===== config.mk =====
export PLATFORM = sky130hd
export DESIGN_NAME = ilmp_ctrl
export DESIGN_NICKNAME = d
export VERILOG_FILES = /design/src/core/ilmp_pkg.sv /design/src/core/ilmp_ctrl.sv /design/src/core/ilmp_grp_pick.sv
export VERILOG_INCLUDE_DIRS = /design/src /design/src/core
export SDC_FILE = /design/constraint.sdc
export NUM_CORES = 1
export LEC_CHECK = 0
export ABC_AREA = 1
export BUFFER_PORTS_ARGS = -buffer_cell sky130_fd_sc_hd__buf_2
export CAP_MARGIN = 20
export CORE_UTILIZATION = 52
export CTS_CLUSTER_DIAMETER = 200
export DETAILED_ROUTE_END_ITERATION = 16
export HOLD_SLACK_MARGIN = 0.02
export PLACE_DENSITY = 0.89
export SLEW_MARGIN = 10
export SYNTH_ARGS = -nofsm -noshare
export SYNTH_HDL_FRONTEND = slang
export SYNTH_SLANG_ARGS = --single-unit

===== constraint.sdc =====
create_clock -name clock_in -period 1.85 [get_ports clock_in]
set_input_delay 0.2775 -clock clock_in [delete_from_list [all_inputs] [get_ports clock_in]]
set_output_delay 0.2775 -clock clock_in [all_outputs]
set_load 0.05 [all_outputs]

===== src/core/ilmp_defs.svh =====
// register offsets, field positions and codes of the interrupt level block
`ifndef ILMP_DEFS_SVH
`define ILMP_DEFS_SVH

`define ILMP_OFS_MASK 8'hdd
`define ILMP_OFS_MODE 8'hde
`define ILMP_OFS_PRIO 8'hff
`define ILMP_PRIO_BANK 1'b0

`define ILMP_MODE_GIE 0
`define ILMP_MODE_FIE 1
`define ILMP_MODE_FSEL_LO 2
`define ILMP_MODE_FSEL_HI 4

`define ILMP_PRIO_A_SWAP 0
`define ILMP_PRIO_GRP_LO 1
`define ILMP_PRIO_B_ORDER 2
`define ILMP_PRIO_B_SWAP 3
`define ILMP_PRIO_GRP_MID 4
`define ILMP_PRIO_C_ORDER 5
`define ILMP_PRIO_C_SWAP 6
`define ILMP_PRIO_GRP_HI 7

`define ILMP_GORD_BCA 3'h1
`define ILMP_GORD_ABC 3'h2
`define ILMP_GORD_BAC 3'h3
`define ILMP_GORD_CAB 3'h4
`define ILMP_GORD_CBA 3'h5
`define ILMP_GORD_ACB 3'h6

`define ILMP_RST_BYTE 8'h00
`define ILMP_RST_FSEL 3'h0
`define ILMP_RST_LVL 3'h0
`define ILMP_RSVD_MODE 3'h0
`define ILMP_GRP_SUM 2'h3

`define ILMP_LVL0 3'h0
`define ILMP_LVL1 3'h1
`define ILMP_LVL2 3'h2
`define ILMP_LVL3 3'h3
`define ILMP_LVL4 3'h4
`define ILMP_LVL5 3'h5
`define ILMP_LVL6 3'h6
`define ILMP_LVL7 3'h7

`endif


===== src/core/ilmp_pkg.sv =====
// shared types of the interrupt level block
package ilmp_pkg;

    typedef enum logic [1:0] {
        ilmp_grp_a,
        ilmp_grp_b,
        ilmp_grp_c
    } ilmp_grp_e;

    typedef logic [7:0] ilmp_byte_t;
    typedef logic [2:0] ilmp_lvl_t;

endpackage


===== src/core/ilmp_ctrl.sv =====
// system-level interrupt control: enable, mask, priority resolve
`timescale 1ns/1ps
`include "ilmp_defs.svh"

// Contract
// - mode bit 0 is global enable; on-instruction sets, off-instruction clears it
// - reset clears global and fast enable; fast level field left unspecified
// - direct register write may also set or clear global enable
// - level mask register at dd has no defined reset contents
// - mask bit n zero blocks level n, one lets it through
// - mask register reads back the last written value
// - priority register at ff, bank 0, has no defined reset contents
// - highest configured level served first; within level, fixed source order
// - levels 0 and 1 form group a; 5, 6, 7 form group c
// - priority bits 7, 4, 1 order groups; 001 is b>c>a, 101 c>b>a
// - priority bit 5 orders group c; bit 6 orders its subgroup
// - priority bit 0 decides between level 0 and level 1
// - each level request also gated by its source-side enable
// - group b holds levels 2, 3 and 4
// - acknowledge needs global enable, mask, top priority and source enable
// - acknowledge clears global enable; handler return sets it again
module ilmp_ctrl
    import ilmp_pkg::*;
(
    input wire logic clock_in,
    input wire logic reset_in,
    input wire logic [7:0] reg_addr_in,
    input wire logic reg_bank_in,
    input wire logic reg_wr_in,
    input wire logic reg_rd_in,
    input wire logic [7:0] reg_wdata_in,
    input wire logic global_irq_on_instr_in,
    input wire logic global_irq_off_instr_in,
    input wire logic handler_return_instr_in,
    input wire logic irq_ack_in,
    input wire logic [7:0] level_req_in,
    input wire logic [7:0] level_src_en_in,
    output logic [7:0] reg_rdata_out,
    output logic irq_req_out,
    output logic [2:0] irq_level_out,
    output logic irq_fast_out,
    output logic [7:0] level_live_out
);

    ilmp_byte_t mask_ff;
    ilmp_byte_t prio_ff;
    logic gie_ff;
    logic fie_ff;
    ilmp_lvl_t fsel_ff;
    ilmp_byte_t rdata_ff;
    logic irq_req_ff;
    ilmp_lvl_t irq_level_ff;
    logic irq_fast_ff;
    ilmp_byte_t level_live_ff;

    wire hit_mask;
    wire hit_mode;
    wire hit_prio;
    wire wr_mask;
    wire wr_mode;
    wire wr_prio;
    wire ilmp_byte_t mode_view;
    wire ilmp_byte_t rd_mux;
    wire nxt_gie;
    wire ilmp_byte_t live;
    wire [2:0] gcode;
    ilmp_grp_e g_first;
    ilmp_grp_e g_second;
    ilmp_grp_e g_third;
    logic [2:0] grp_vld;
    ilmp_lvl_t grp_lvl [3];
    wire win_vld;
    wire ilmp_lvl_t win_lvl;
    wire nxt_fast;

    // register decode; priority register only answers in bank 0
    assign hit_mask = (reg_addr_in == `ILMP_OFS_MASK);
    assign hit_mode = (reg_addr_in == `ILMP_OFS_MODE);
    assign hit_prio = (reg_addr_in == `ILMP_OFS_PRIO) && (reg_bank_in == `ILMP_PRIO_BANK);
    assign wr_mask = reg_wr_in && hit_mask;
    assign wr_mode = reg_wr_in && hit_mode;
    assign wr_prio = reg_wr_in && hit_prio;

    // upper mode bits serve an external bus not built here; they read zero
    assign mode_view = {`ILMP_RSVD_MODE, fsel_ff, fie_ff, gie_ff};
    assign rd_mux = hit_mask ? mask_ff :
                    hit_mode ? mode_view :
                    hit_prio ? prio_ff :
                    `ILMP_RST_BYTE;

    // acknowledge wins: the interrupt cycle sits between instructions anyway
    assign nxt_gie = irq_ack_in ? 1'b0 :
                     global_irq_off_instr_in ? 1'b0 :
                     (global_irq_on_instr_in || handler_return_instr_in) ? 1'b1 :
                     wr_mode ? reg_wdata_in[`ILMP_MODE_GIE] :
                     gie_ff;

    // a level is live only with request, source enable and mask bit all set
    assign live = level_req_in & level_src_en_in & mask_ff;

    // group order from bits 7, 4, 1; undefined codes fall back to a>b>c
    assign gcode = {prio_ff[`ILMP_PRIO_GRP_HI], prio_ff[`ILMP_PRIO_GRP_MID],
                    prio_ff[`ILMP_PRIO_GRP_LO]};

    always_comb
    begin
        g_first = ilmp_grp_a;
        g_second = ilmp_grp_b;
        unique case (gcode)
            `ILMP_GORD_BCA:
            begin
                g_first = ilmp_grp_b;
                g_second = ilmp_grp_c;
            end
            `ILMP_GORD_BAC:
            begin
                g_first = ilmp_grp_b;
                g_second = ilmp_grp_a;
            end
            `ILMP_GORD_CAB:
            begin
                g_first = ilmp_grp_c;
                g_second = ilmp_grp_a;
            end
            `ILMP_GORD_CBA:
            begin
                g_first = ilmp_grp_c;
                g_second = ilmp_grp_b;
            end
            `ILMP_GORD_ACB:
            begin
                g_first = ilmp_grp_a;
                g_second = ilmp_grp_c;
            end
            default:
            begin
                g_first = ilmp_grp_a;
                g_second = ilmp_grp_b;
            end
        endcase
        g_third = ilmp_grp_e'(2'(`ILMP_GRP_SUM - g_first - g_second));
    end

    // group a: levels 0 and 1 only, bit 0 swaps them
    ilmp_grp_pick #(
        .LVL_SINGLE(`ILMP_LVL0),
        .LVL_PAIR_HI(`ILMP_LVL1),
        .LVL_PAIR_LO(`ILMP_LVL0)
    ) u_grp_a (
        .single_req_in(1'b0),
        .pair_hi_req_in(live[1]),
        .pair_lo_req_in(live[0]),
        .pair_first_in(1'b1),
        .pair_swap_in(prio_ff[`ILMP_PRIO_A_SWAP]),
        .win_vld_out(grp_vld[ilmp_grp_a]),
        .win_lvl_out(grp_lvl[ilmp_grp_a])
    );

    // group b: level 2 against pair 3/4
    ilmp_grp_pick #(
        .LVL_SINGLE(`ILMP_LVL2),
        .LVL_PAIR_HI(`ILMP_LVL4),
        .LVL_PAIR_LO(`ILMP_LVL3)
    ) u_grp_b (
        .single_req_in(live[2]),
        .pair_hi_req_in(live[4]),
        .pair_lo_req_in(live[3]),
        .pair_first_in(prio_ff[`ILMP_PRIO_B_ORDER]),
        .pair_swap_in(prio_ff[`ILMP_PRIO_B_SWAP]),
        .win_vld_out(grp_vld[ilmp_grp_b]),
        .win_lvl_out(grp_lvl[ilmp_grp_b])
    );

    // group c: level 5 against subgroup 6/7
    ilmp_grp_pick #(
        .LVL_SINGLE(`ILMP_LVL5),
        .LVL_PAIR_HI(`ILMP_LVL7),
        .LVL_PAIR_LO(`ILMP_LVL6)
    ) u_grp_c (
        .single_req_in(live[5]),
        .pair_hi_req_in(live[7]),
        .pair_lo_req_in(live[6]),
        .pair_first_in(prio_ff[`ILMP_PRIO_C_ORDER]),
        .pair_swap_in(prio_ff[`ILMP_PRIO_C_SWAP]),
        .win_vld_out(grp_vld[ilmp_grp_c]),
        .win_lvl_out(grp_lvl[ilmp_grp_c])
    );

    // first live group in configured order wins; one level per cycle
    assign win_vld = |grp_vld;
    assign win_lvl = grp_vld[g_first] ? grp_lvl[g_first] :
                     grp_vld[g_second] ? grp_lvl[g_second] :
                     grp_lvl[g_third];
    assign nxt_fast = fie_ff && (fsel_ff == win_lvl);

    // mask and priority have no defined reset state; zero keeps sim clean
    always_ff @(posedge clock_in or posedge reset_in)
    begin
        if (reset_in)
        begin
            mask_ff <= `ILMP_RST_BYTE;
            prio_ff <= `ILMP_RST_BYTE;
        end
        else
        begin
            if (wr_mask)
                mask_ff <= reg_wdata_in;
            if (wr_prio)
                prio_ff <= reg_wdata_in;
        end
    end

    always_ff @(posedge clock_in or posedge reset_in)
    begin
        if (reset_in)
        begin
            gie_ff <= 1'b0;
            fie_ff <= 1'b0;
            fsel_ff <= `ILMP_RST_FSEL;
        end
        else
        begin
            gie_ff <= nxt_gie;
            if (wr_mode)
            begin
                fie_ff <= reg_wdata_in[`ILMP_MODE_FIE];
                fsel_ff <= reg_wdata_in[`ILMP_MODE_FSEL_HI:`ILMP_MODE_FSEL_LO];
            end
        end
    end

    // strobe uses the next enable so it drops on the acknowledge edge
    always_ff @(posedge clock_in or posedge reset_in)
    begin
        if (reset_in)
        begin
            irq_req_ff <= 1'b0;
            irq_level_ff <= `ILMP_RST_LVL;
            irq_fast_ff <= 1'b0;
            level_live_ff <= `ILMP_RST_BYTE;
            rdata_ff <= `ILMP_RST_BYTE;
        end
        else
        begin
            irq_req_ff <= nxt_gie && win_vld;
            irq_level_ff <= win_lvl;
            irq_fast_ff <= nxt_gie && win_vld && nxt_fast;
            level_live_ff <= live;
            if (reg_rd_in)
                rdata_ff <= rd_mux;
        end
    end

    assign reg_rdata_out = rdata_ff;
    assign irq_req_out = irq_req_ff;
    assign irq_level_out = irq_level_ff;
    assign irq_fast_out = irq_fast_ff;
    assign level_live_out = level_live_ff;

endmodule


===== src/core/ilmp_grp_pick.sv =====
// winner of one priority group: one single level against an ordered pair
`timescale 1ns/1ps

module ilmp_grp_pick
    import ilmp_pkg::*;
#(
    parameter ilmp_lvl_t LVL_SINGLE = 3'h0,
    parameter ilmp_lvl_t LVL_PAIR_HI = 3'h0,
    parameter ilmp_lvl_t LVL_PAIR_LO = 3'h0
)
(
    input wire logic single_req_in,
    input wire logic pair_hi_req_in,
    input wire logic pair_lo_req_in,
    input wire logic pair_first_in,
    input wire logic pair_swap_in,
    output logic win_vld_out,
    output ilmp_lvl_t win_lvl_out
);

    wire pair_vld;
    wire ilmp_lvl_t pair_lvl;
    wire pair_lo_first;

    // swap bit flips the pair; the lower level leads by default
    assign pair_lo_first = pair_swap_in ? !pair_hi_req_in : pair_lo_req_in;
    assign pair_vld = pair_hi_req_in || pair_lo_req_in;
    assign pair_lvl = pair_lo_first ? LVL_PAIR_LO : LVL_PAIR_HI;

    assign win_vld_out = single_req_in || pair_vld;
    assign win_lvl_out = (pair_vld && (pair_first_in || !single_req_in)) ? pair_lvl
                                                                          : LVL_SINGLE;

endmodule


==> metrics.csv, run 1 <==
metric,value,unit
Worst Skew,0.007547,ns
H-tree depth,2,
Post-Layout Cell Count,438,
final hold slack,0.09489,ns
"Clk pin slew, worst setup/hold paths",0.08,ns
Worst EP arrival,2.05,ns
residual overflow from global routing,0,
CP Buf/Inv Count,1,
critical path data required time,2.07,ns
peak supply drop,604.3,uV
antenna-violating nets left,0,
clk buf depth,2,
most frequent cell after synthesis,nand2_1,
Cells after DPL,420,
Yosys top cell area share,46.61,%
"EDFF count, synth",0,
area grow syn2layout,31.91,%
total CTS buffers,5,
Worst Hold Class,input pin to async pin,
Starting Density,55.17,%
leakage,1.650,nW
Worst R2R End,irq_fast_out,
Die Area,0.004603,mm2
"Slew Viols, Final",0,
Clock Sinks,42,
clk root buf,clkbuf_8,
Slew @ Worst Pin,0.5107,ns
Top-Level Pins,62,
leading cell types by count after synthesis,"91 x nand2_1, 43 x inv_1, 42 x dfrtp_1",
die span in y,67.85,um
Die Wd,67.85,um
antenna violations before repair,0,
Yosys Warn Count,0,
Slew HR,65.96,%
largest net degree at the start of global routing,43,
hold buffers post-CTS,0,
Tcrit/Tclk final,99.24,%
Critical-path top delay cell,dfrtp_2,
Critical Path Fanout Max,4,
Crit Path Category,flop to flop,
hold violation count in the final report,0,
Worst-Skew Late Latency,0.30,ns
nets@finish,428,
fmax,544.7,MHz
initial DRC count,309,
DR vias,2407,
Rows,23,
DRT Pass-1 Iters,5,
Main synth FF type,dfrtp_1,
IO Port Bufs,61,
"Power, Total",2.223,mW
CTS tree,done,
fin crit period,1.836,ns
number of global-route vias before repair,2158,
hpwl dp,4.529,mm
vias per cell,5.495,
synthesized area,0.002255,mm2
Final setup viols,0,
top cell type by total area after synthesis,dfrtp_1,
drt drc,0,
Worst R2R Path Depth,13,
antenna diode count,0,
All-Layer GR Usage,29.73,%
crit end category,flop,
CORE AREA,0.004086,mm2
top cell family by delay on the critical path,simple AND/OR/NAND/NOR gates,
fraction of registers with async set/reset,100.0,%
status,completed,
cells after synthesis,306,
drt wl/cell,14.97,um
synthesized flop and latch total,42,
worst reg2reg setup slack,0.01,ns
Power Density,747.5,mW/mm2
CP cell instances,buf_4 -> nand3_1 -> nand2_1 -> nand2_1 -> nand2_1 -> nor2_1 -> nor2_2 -> nand2_1 -> nand3_2 -> nand2_2 -> nand2_1 -> nand3_1 -> nor3_2,
R2R Path Start,prio_ff[7],
setup TNS,0,ns
Syn Area/Cell,7.368,um2
library cells used by synthesis,24,
first-pass GRT wire length,9.922,mm
Synth area leaders,"dfrtp_1 47%, nand2_1 15%, inv_1 7.2%, nand3_1 6.7%, o21ai_0 6.7%",
filler instances,295,
drt total wl,6.559,mm
most frequent cell on the critical path,nand2_1,
CP Launch Type,flop,
Max-cap violations,0,
Synth Net Count,347,
layout cells sized above 1,33.51,%
max incr delay on CP,0.45,ns
gpl congestion,0.9602,
part of the Yosys area used for sequential elements,46.61,%
==> layout make-up <==
class	instances	area (um2)	area share, %
multi-input cells	210	1097	36.90
flip-flops and latches	42	1055	35.46
repair buffers	77	425.4	14.30
inverters	51	196.4	6.605
clock buffers	5	68.82	2.314
clock inverters	3	68.82	2.314
well taps	50	62.56	2.103
==> routing by layer <==
| layer | wire length, um | GRT usage, % | vias up |
|---|---|---|---|
| li1 | - | - | 1136 |
| met1 | 2570 | 36.90 | 1073 |
| met2 | 3075 | 47.90 | 164 |
| met3 | 716 | 10.17 | 34 |
| met4 | 196 | 10.68 | 0 |
| met5 | 0 | 0 | - |
==> timing repair <==
| item | CTS | global route |
|---|---|---|
| pin swaps | 0 | 7 |
| resized for setup | 1 | 28 |
| buffers inserted | 0 | 10 |
| setup endpoints to repair | 1 | 1 |
==> power by group <==
group	leakage (nW)	switching (mW)	internal (mW)
clock network	0.0683	0.317	0.540
logic	1.01	0.261	0.128
registers	0.569	0.0230	0.954
==> cell families (layout without fill, tap and decap cells) <==
logic type | after synthesis | after routing | share of synthesized area, %
AND/OR/NAND/NOR | 163 | 163 | 32.91
flip-flops | 42 | 42 | 46.61
AO/OA/AOI/OAI | 46 | 46 | 10.99
multiplexers | 1 | 1 | 0.4994
buffers and inverters | 54 | 136 | 8.990
==> worst max path at each step <==
stage,start,end,slack [ns],depth (start not counted)
after floorplan,prio_ff[4],irq_fast_out,0.29,11
after global placement,prio_ff[4],irq_fast_out,-0.09,11
after detailed placement,prio_ff[4],irq_fast_out,-0.07,11
after CTS,prio_ff[4],irq_fast_out,0.03,11
after global routing,prio_ff[7],irq_fast_out,-0.13,13
final,prio_ff[7],irq_fast_out,0.01,13
==> cells in the final DEF, fill, tap and decap left out, types with 2 or more instances in the layout <==
cell type	n
o21ai_0	30
dfrtp_1	39
bufinv_16	2
nor3_2	2
dfrtp_2	3
nand4_1	6
clkbuf_8	5
nor2_1	12
inv_1	43
nand2_2	8
a21oi_2	2
a21oi_1	5
o211ai_1	2
inv_2	5
nor2_2	5
nor3_1	2
buf_2	61
o22ai_1	4
nor2_4	2
nand2_4	5
nand3_2	8
inv_4	2
nand3_1	25
buf_4	16
nand2_1	86
==> worst reg2reg max path: cells and delay by family (launching register included) <==
kind	cells	cell delay, ns
buf+inv	1	0.16
simple gates	12	1.14
flops	1	0.45
==> sequential cells by signal (all words and copies together) (netlist names) <==
signal	flops
level_live_out	8
fie_ff	1
irq_level_out	3
fsel_ff	3
gie_ff	1
mask_ff	8
irq_req_out	1
reg_rdata_out	8
irq_fast_out	1
prio_ff	8
==> metrics by stage <==
| step | utilization, % | worst slack, ns | area (um2) |
|---|---|---|---|
| 2_1_floorplan | - | 0.2857 | 2255 |
| 3_3_place_gp | 65.00 | -0.08767 | 2656 |
| 3_5_place_dp | 65.00 | -0.07216 | 2656 |
| 4_1_cts | 68.46 | 0.02805 | 2798 |
| 5_1_grt | 72.78 | -0.1255 | 2974 |
| 6_report | 72.78 | 0.01400 | 2974 |
(Power assumes the default switching activity.)
==> run 2: changes to the inputs <==
==> constraint.sdc (replaced) <==
create_clock -name clock_in -period 2 [get_ports clock_in]
set_input_delay 0.3 -clock clock_in [delete_from_list [all_inputs] [get_ports clock_in]]
set_output_delay 0.3 -clock clock_in [all_outputs]
set_load 0.05 [all_outputs]
==> run 2 against run 1 <==
  * Non-clock buffer count shrank 12
  * Total power shrank 15%
  * Flip-flop and latch count is the same
  * Register-to-register slack gained 0.17 ns
  * Combinational power shrank 17%
  * Clock-buffer cell count grew 1
==> metrics.csv, run 2 (synthesis gave the netlist of run 1 again) <==
metric,value,unit,change
Critical Path Fanout Max,3,,-1
H-tree depth,2,,unchanged
clk root buf,clkbuf_8,,
Top-Level Pins,62,,unchanged
fin crit period,1.818,ns,-0.01839 ns
Die Wd,67.85,um,unchanged
gpl congestion,0.9233,,-3.8%
peak supply drop,428.2,uV,-29%
Tcrit/Tclk final,90.88,%,-8.4 points
Starting Density,55.17,%,unchanged
IO Port Bufs,61,,unchanged
CP Launch Type,flop,,
"Slew Viols, Final",0,,unchanged
leakage,1.560,nW,-5.4%
clk buf depth,2,,unchanged
crit end category,flop,,
Slew HR,66.16,%,+0.21 points
Power Density,684.7,mW/mm2,-8.4%
Worst-Skew Late Latency,0.30,ns,about the same
largest net degree at the start of global routing,43,,unchanged
Resized Gates After CTS,0,,-1
nets@finish,416,,-2.8%
CP Buf/Inv Count,0,,-1
max incr delay on CP,0.42,ns,-0.03 ns
GR Layer Usage met2,45.42,%,-2.5 points
drt drc,0,,unchanged
"commonest cells after routing, fill and taps aside","91 x nand2_1, 61 x buf_2, 43 x inv_1",,
antenna-violating nets left,0,,unchanged
Worst Hold Class,input pin to async pin,,
drt wl/cell,13.56,um,-9.4%
DRT Pass-1 Iters,5,,unchanged
fmax,550.2,MHz,+1.0%
Worst Skew,0.008025,ns,+0.0004779 ns
"commonest non-fill, non-tap cell in the layout",nand2_1,,
"Clk pin slew, worst setup/hold paths",0.08,ns,about the same
All-Layer GR Usage,29.10,%,-0.63 points
Worst EP arrival,2.04,ns,about the same
antenna diode count,0,,unchanged
area grow syn2layout,22.20,%,
Final setup viols,0,,unchanged
Place WS,0.1842,ns,+0.2563 ns
Slew @ Worst Pin,0.5076,ns,-0.003088 ns
critical path data required time,2.22,ns,+0.15 ns
final worst-path setup slack,0.1824,ns,+0.1684 ns
hpwl dp,4.649,mm,+2.7%
status,completed,,
CORE AREA,0.004086,mm2,unchanged
layout cells sized above 1,26.33,%,-7.2 points
top cell family by delay on the critical path,simple AND/OR/NAND/NOR gates,,
DR vias,2256,,-6.3%
hold violation count in the final report,0,,unchanged
drt total wl,5.778,mm,-12%
most frequent cell on the critical path,nand2_1,,
antenna violations before repair,0,,unchanged
residual overflow from global routing,0,,unchanged
Die Area,0.004603,mm2,unchanged
die span in y,67.85,um,unchanged
GR peak layer,met2,,
Rows,23,,unchanged
vias per cell,5.296,,-3.6%
hold buffers post-CTS,0,,unchanged
initial DRC count,190,,-39%
Max-cap violations,0,,unchanged
setup TNS,0,ns,unchanged
worst reg2reg setup slack,0.18,ns,+0.17 ns
Clock Sinks,42,,unchanged
CTS tree,done,,
CP cell instances,nand3_1 -> nand2_1 -> nor2_1 -> nor2_1 -> nor2_2 -> nand2_1 -> nand3_1 -> nand2_1 -> nand2_1 -> nand3_1 -> nor3_2,,
M1 GR Usage,39.28,%,+2.4 points
grt met3 use,4.333,%,-5.8 points
first-pass GRT wire length,9.708,mm,-2.2%
Critical-path top delay cell,dfrtp_1,,
Post-CTS Setup Inserts,0,,unchanged
total CTS buffers,5,,unchanged
RSZ-0062 raised after global routing,false,,
number of global-route vias before repair,2152,,-0.28%
Crit Path Category,flop to flop,,
==> run 2: cell types whose count changed in the layout (fill, tap and decap cells not counted), sizes merged <==
cell	previous run	this run
clkinv	2	1
bufinv	2	1
clkinvlp	0	1
buf	77	65
clkbuf	5	6
==> run 2: worst reg2reg max path, stage by stage (launching register included) <==
cell and delay [ns]:
dfrtp_1 0.42, nand3_1 0.12, nand2_1 0.10, nor2_1 0.29, nor2_1 0.12, nor2_2 0.17
nand2_1 0.07, nand3_1 0.11, nand2_1 0.07, nand2_1 0.06, nand3_1 0.08, nor3_2 0.11
==> run 2: layer usage <==
metal,wire length (um),vias up
met5,0,-
met4,176,0
met3,437,16
met2,2525,108
met1,2639,1019
li1,-,1113
==> run 2: final cells by class <==
class | count | area (um2)
flip-flops and latches | 42 | 1051
clock inverters | 2 | 37.54
inverters | 51 | 191.4
repair buffers | 65 | 335.3
multi-input cells | 210 | 1005
fillers | 355 | 1331
clock buffers | 6 | 72.57
well taps | 50 | 62.56
==> run 2: final timing paths <==
path,start,end,cells after the start
max,mask_ff[7],irq_fast_out,11
min,reset_in,reg_rdata_out[5],3
max reg2reg,mask_ff[7],irq_fast_out,11
min reg2reg,reg_rdata_out[6],reg_rdata_out[6],2
max in group asynchronous,reset_in,fsel_ff[0],3
min in group clock_in,irq_ack_in,gie_ff,4
==> run 2: power breakdown <==
group | internal [mW] | leakage [nW] | switching [mW]
combinational | 0.102 | 0.935 | 0.220
sequential | 0.882 | 0.574 | 0.0218
clock | 0.372 | 0.0514 | 0.289
==> run 2: metrics by stage <==
stage          power [mW]  instance area, um2  hold slack (ns)  util (%)  cells
2_1_floorplan       1.131                2255           0.4096         -    306
3_3_place_gp        1.232                2641           0.4413     64.64    418
3_5_place_dp        1.242                2641           0.4614     64.64    418
4_1_cts             1.898                2751           0.1477     67.33    426
5_1_grt             1.981                2755           0.1841     67.42    426
6_report            1.886                2755           0.1168     67.42    426
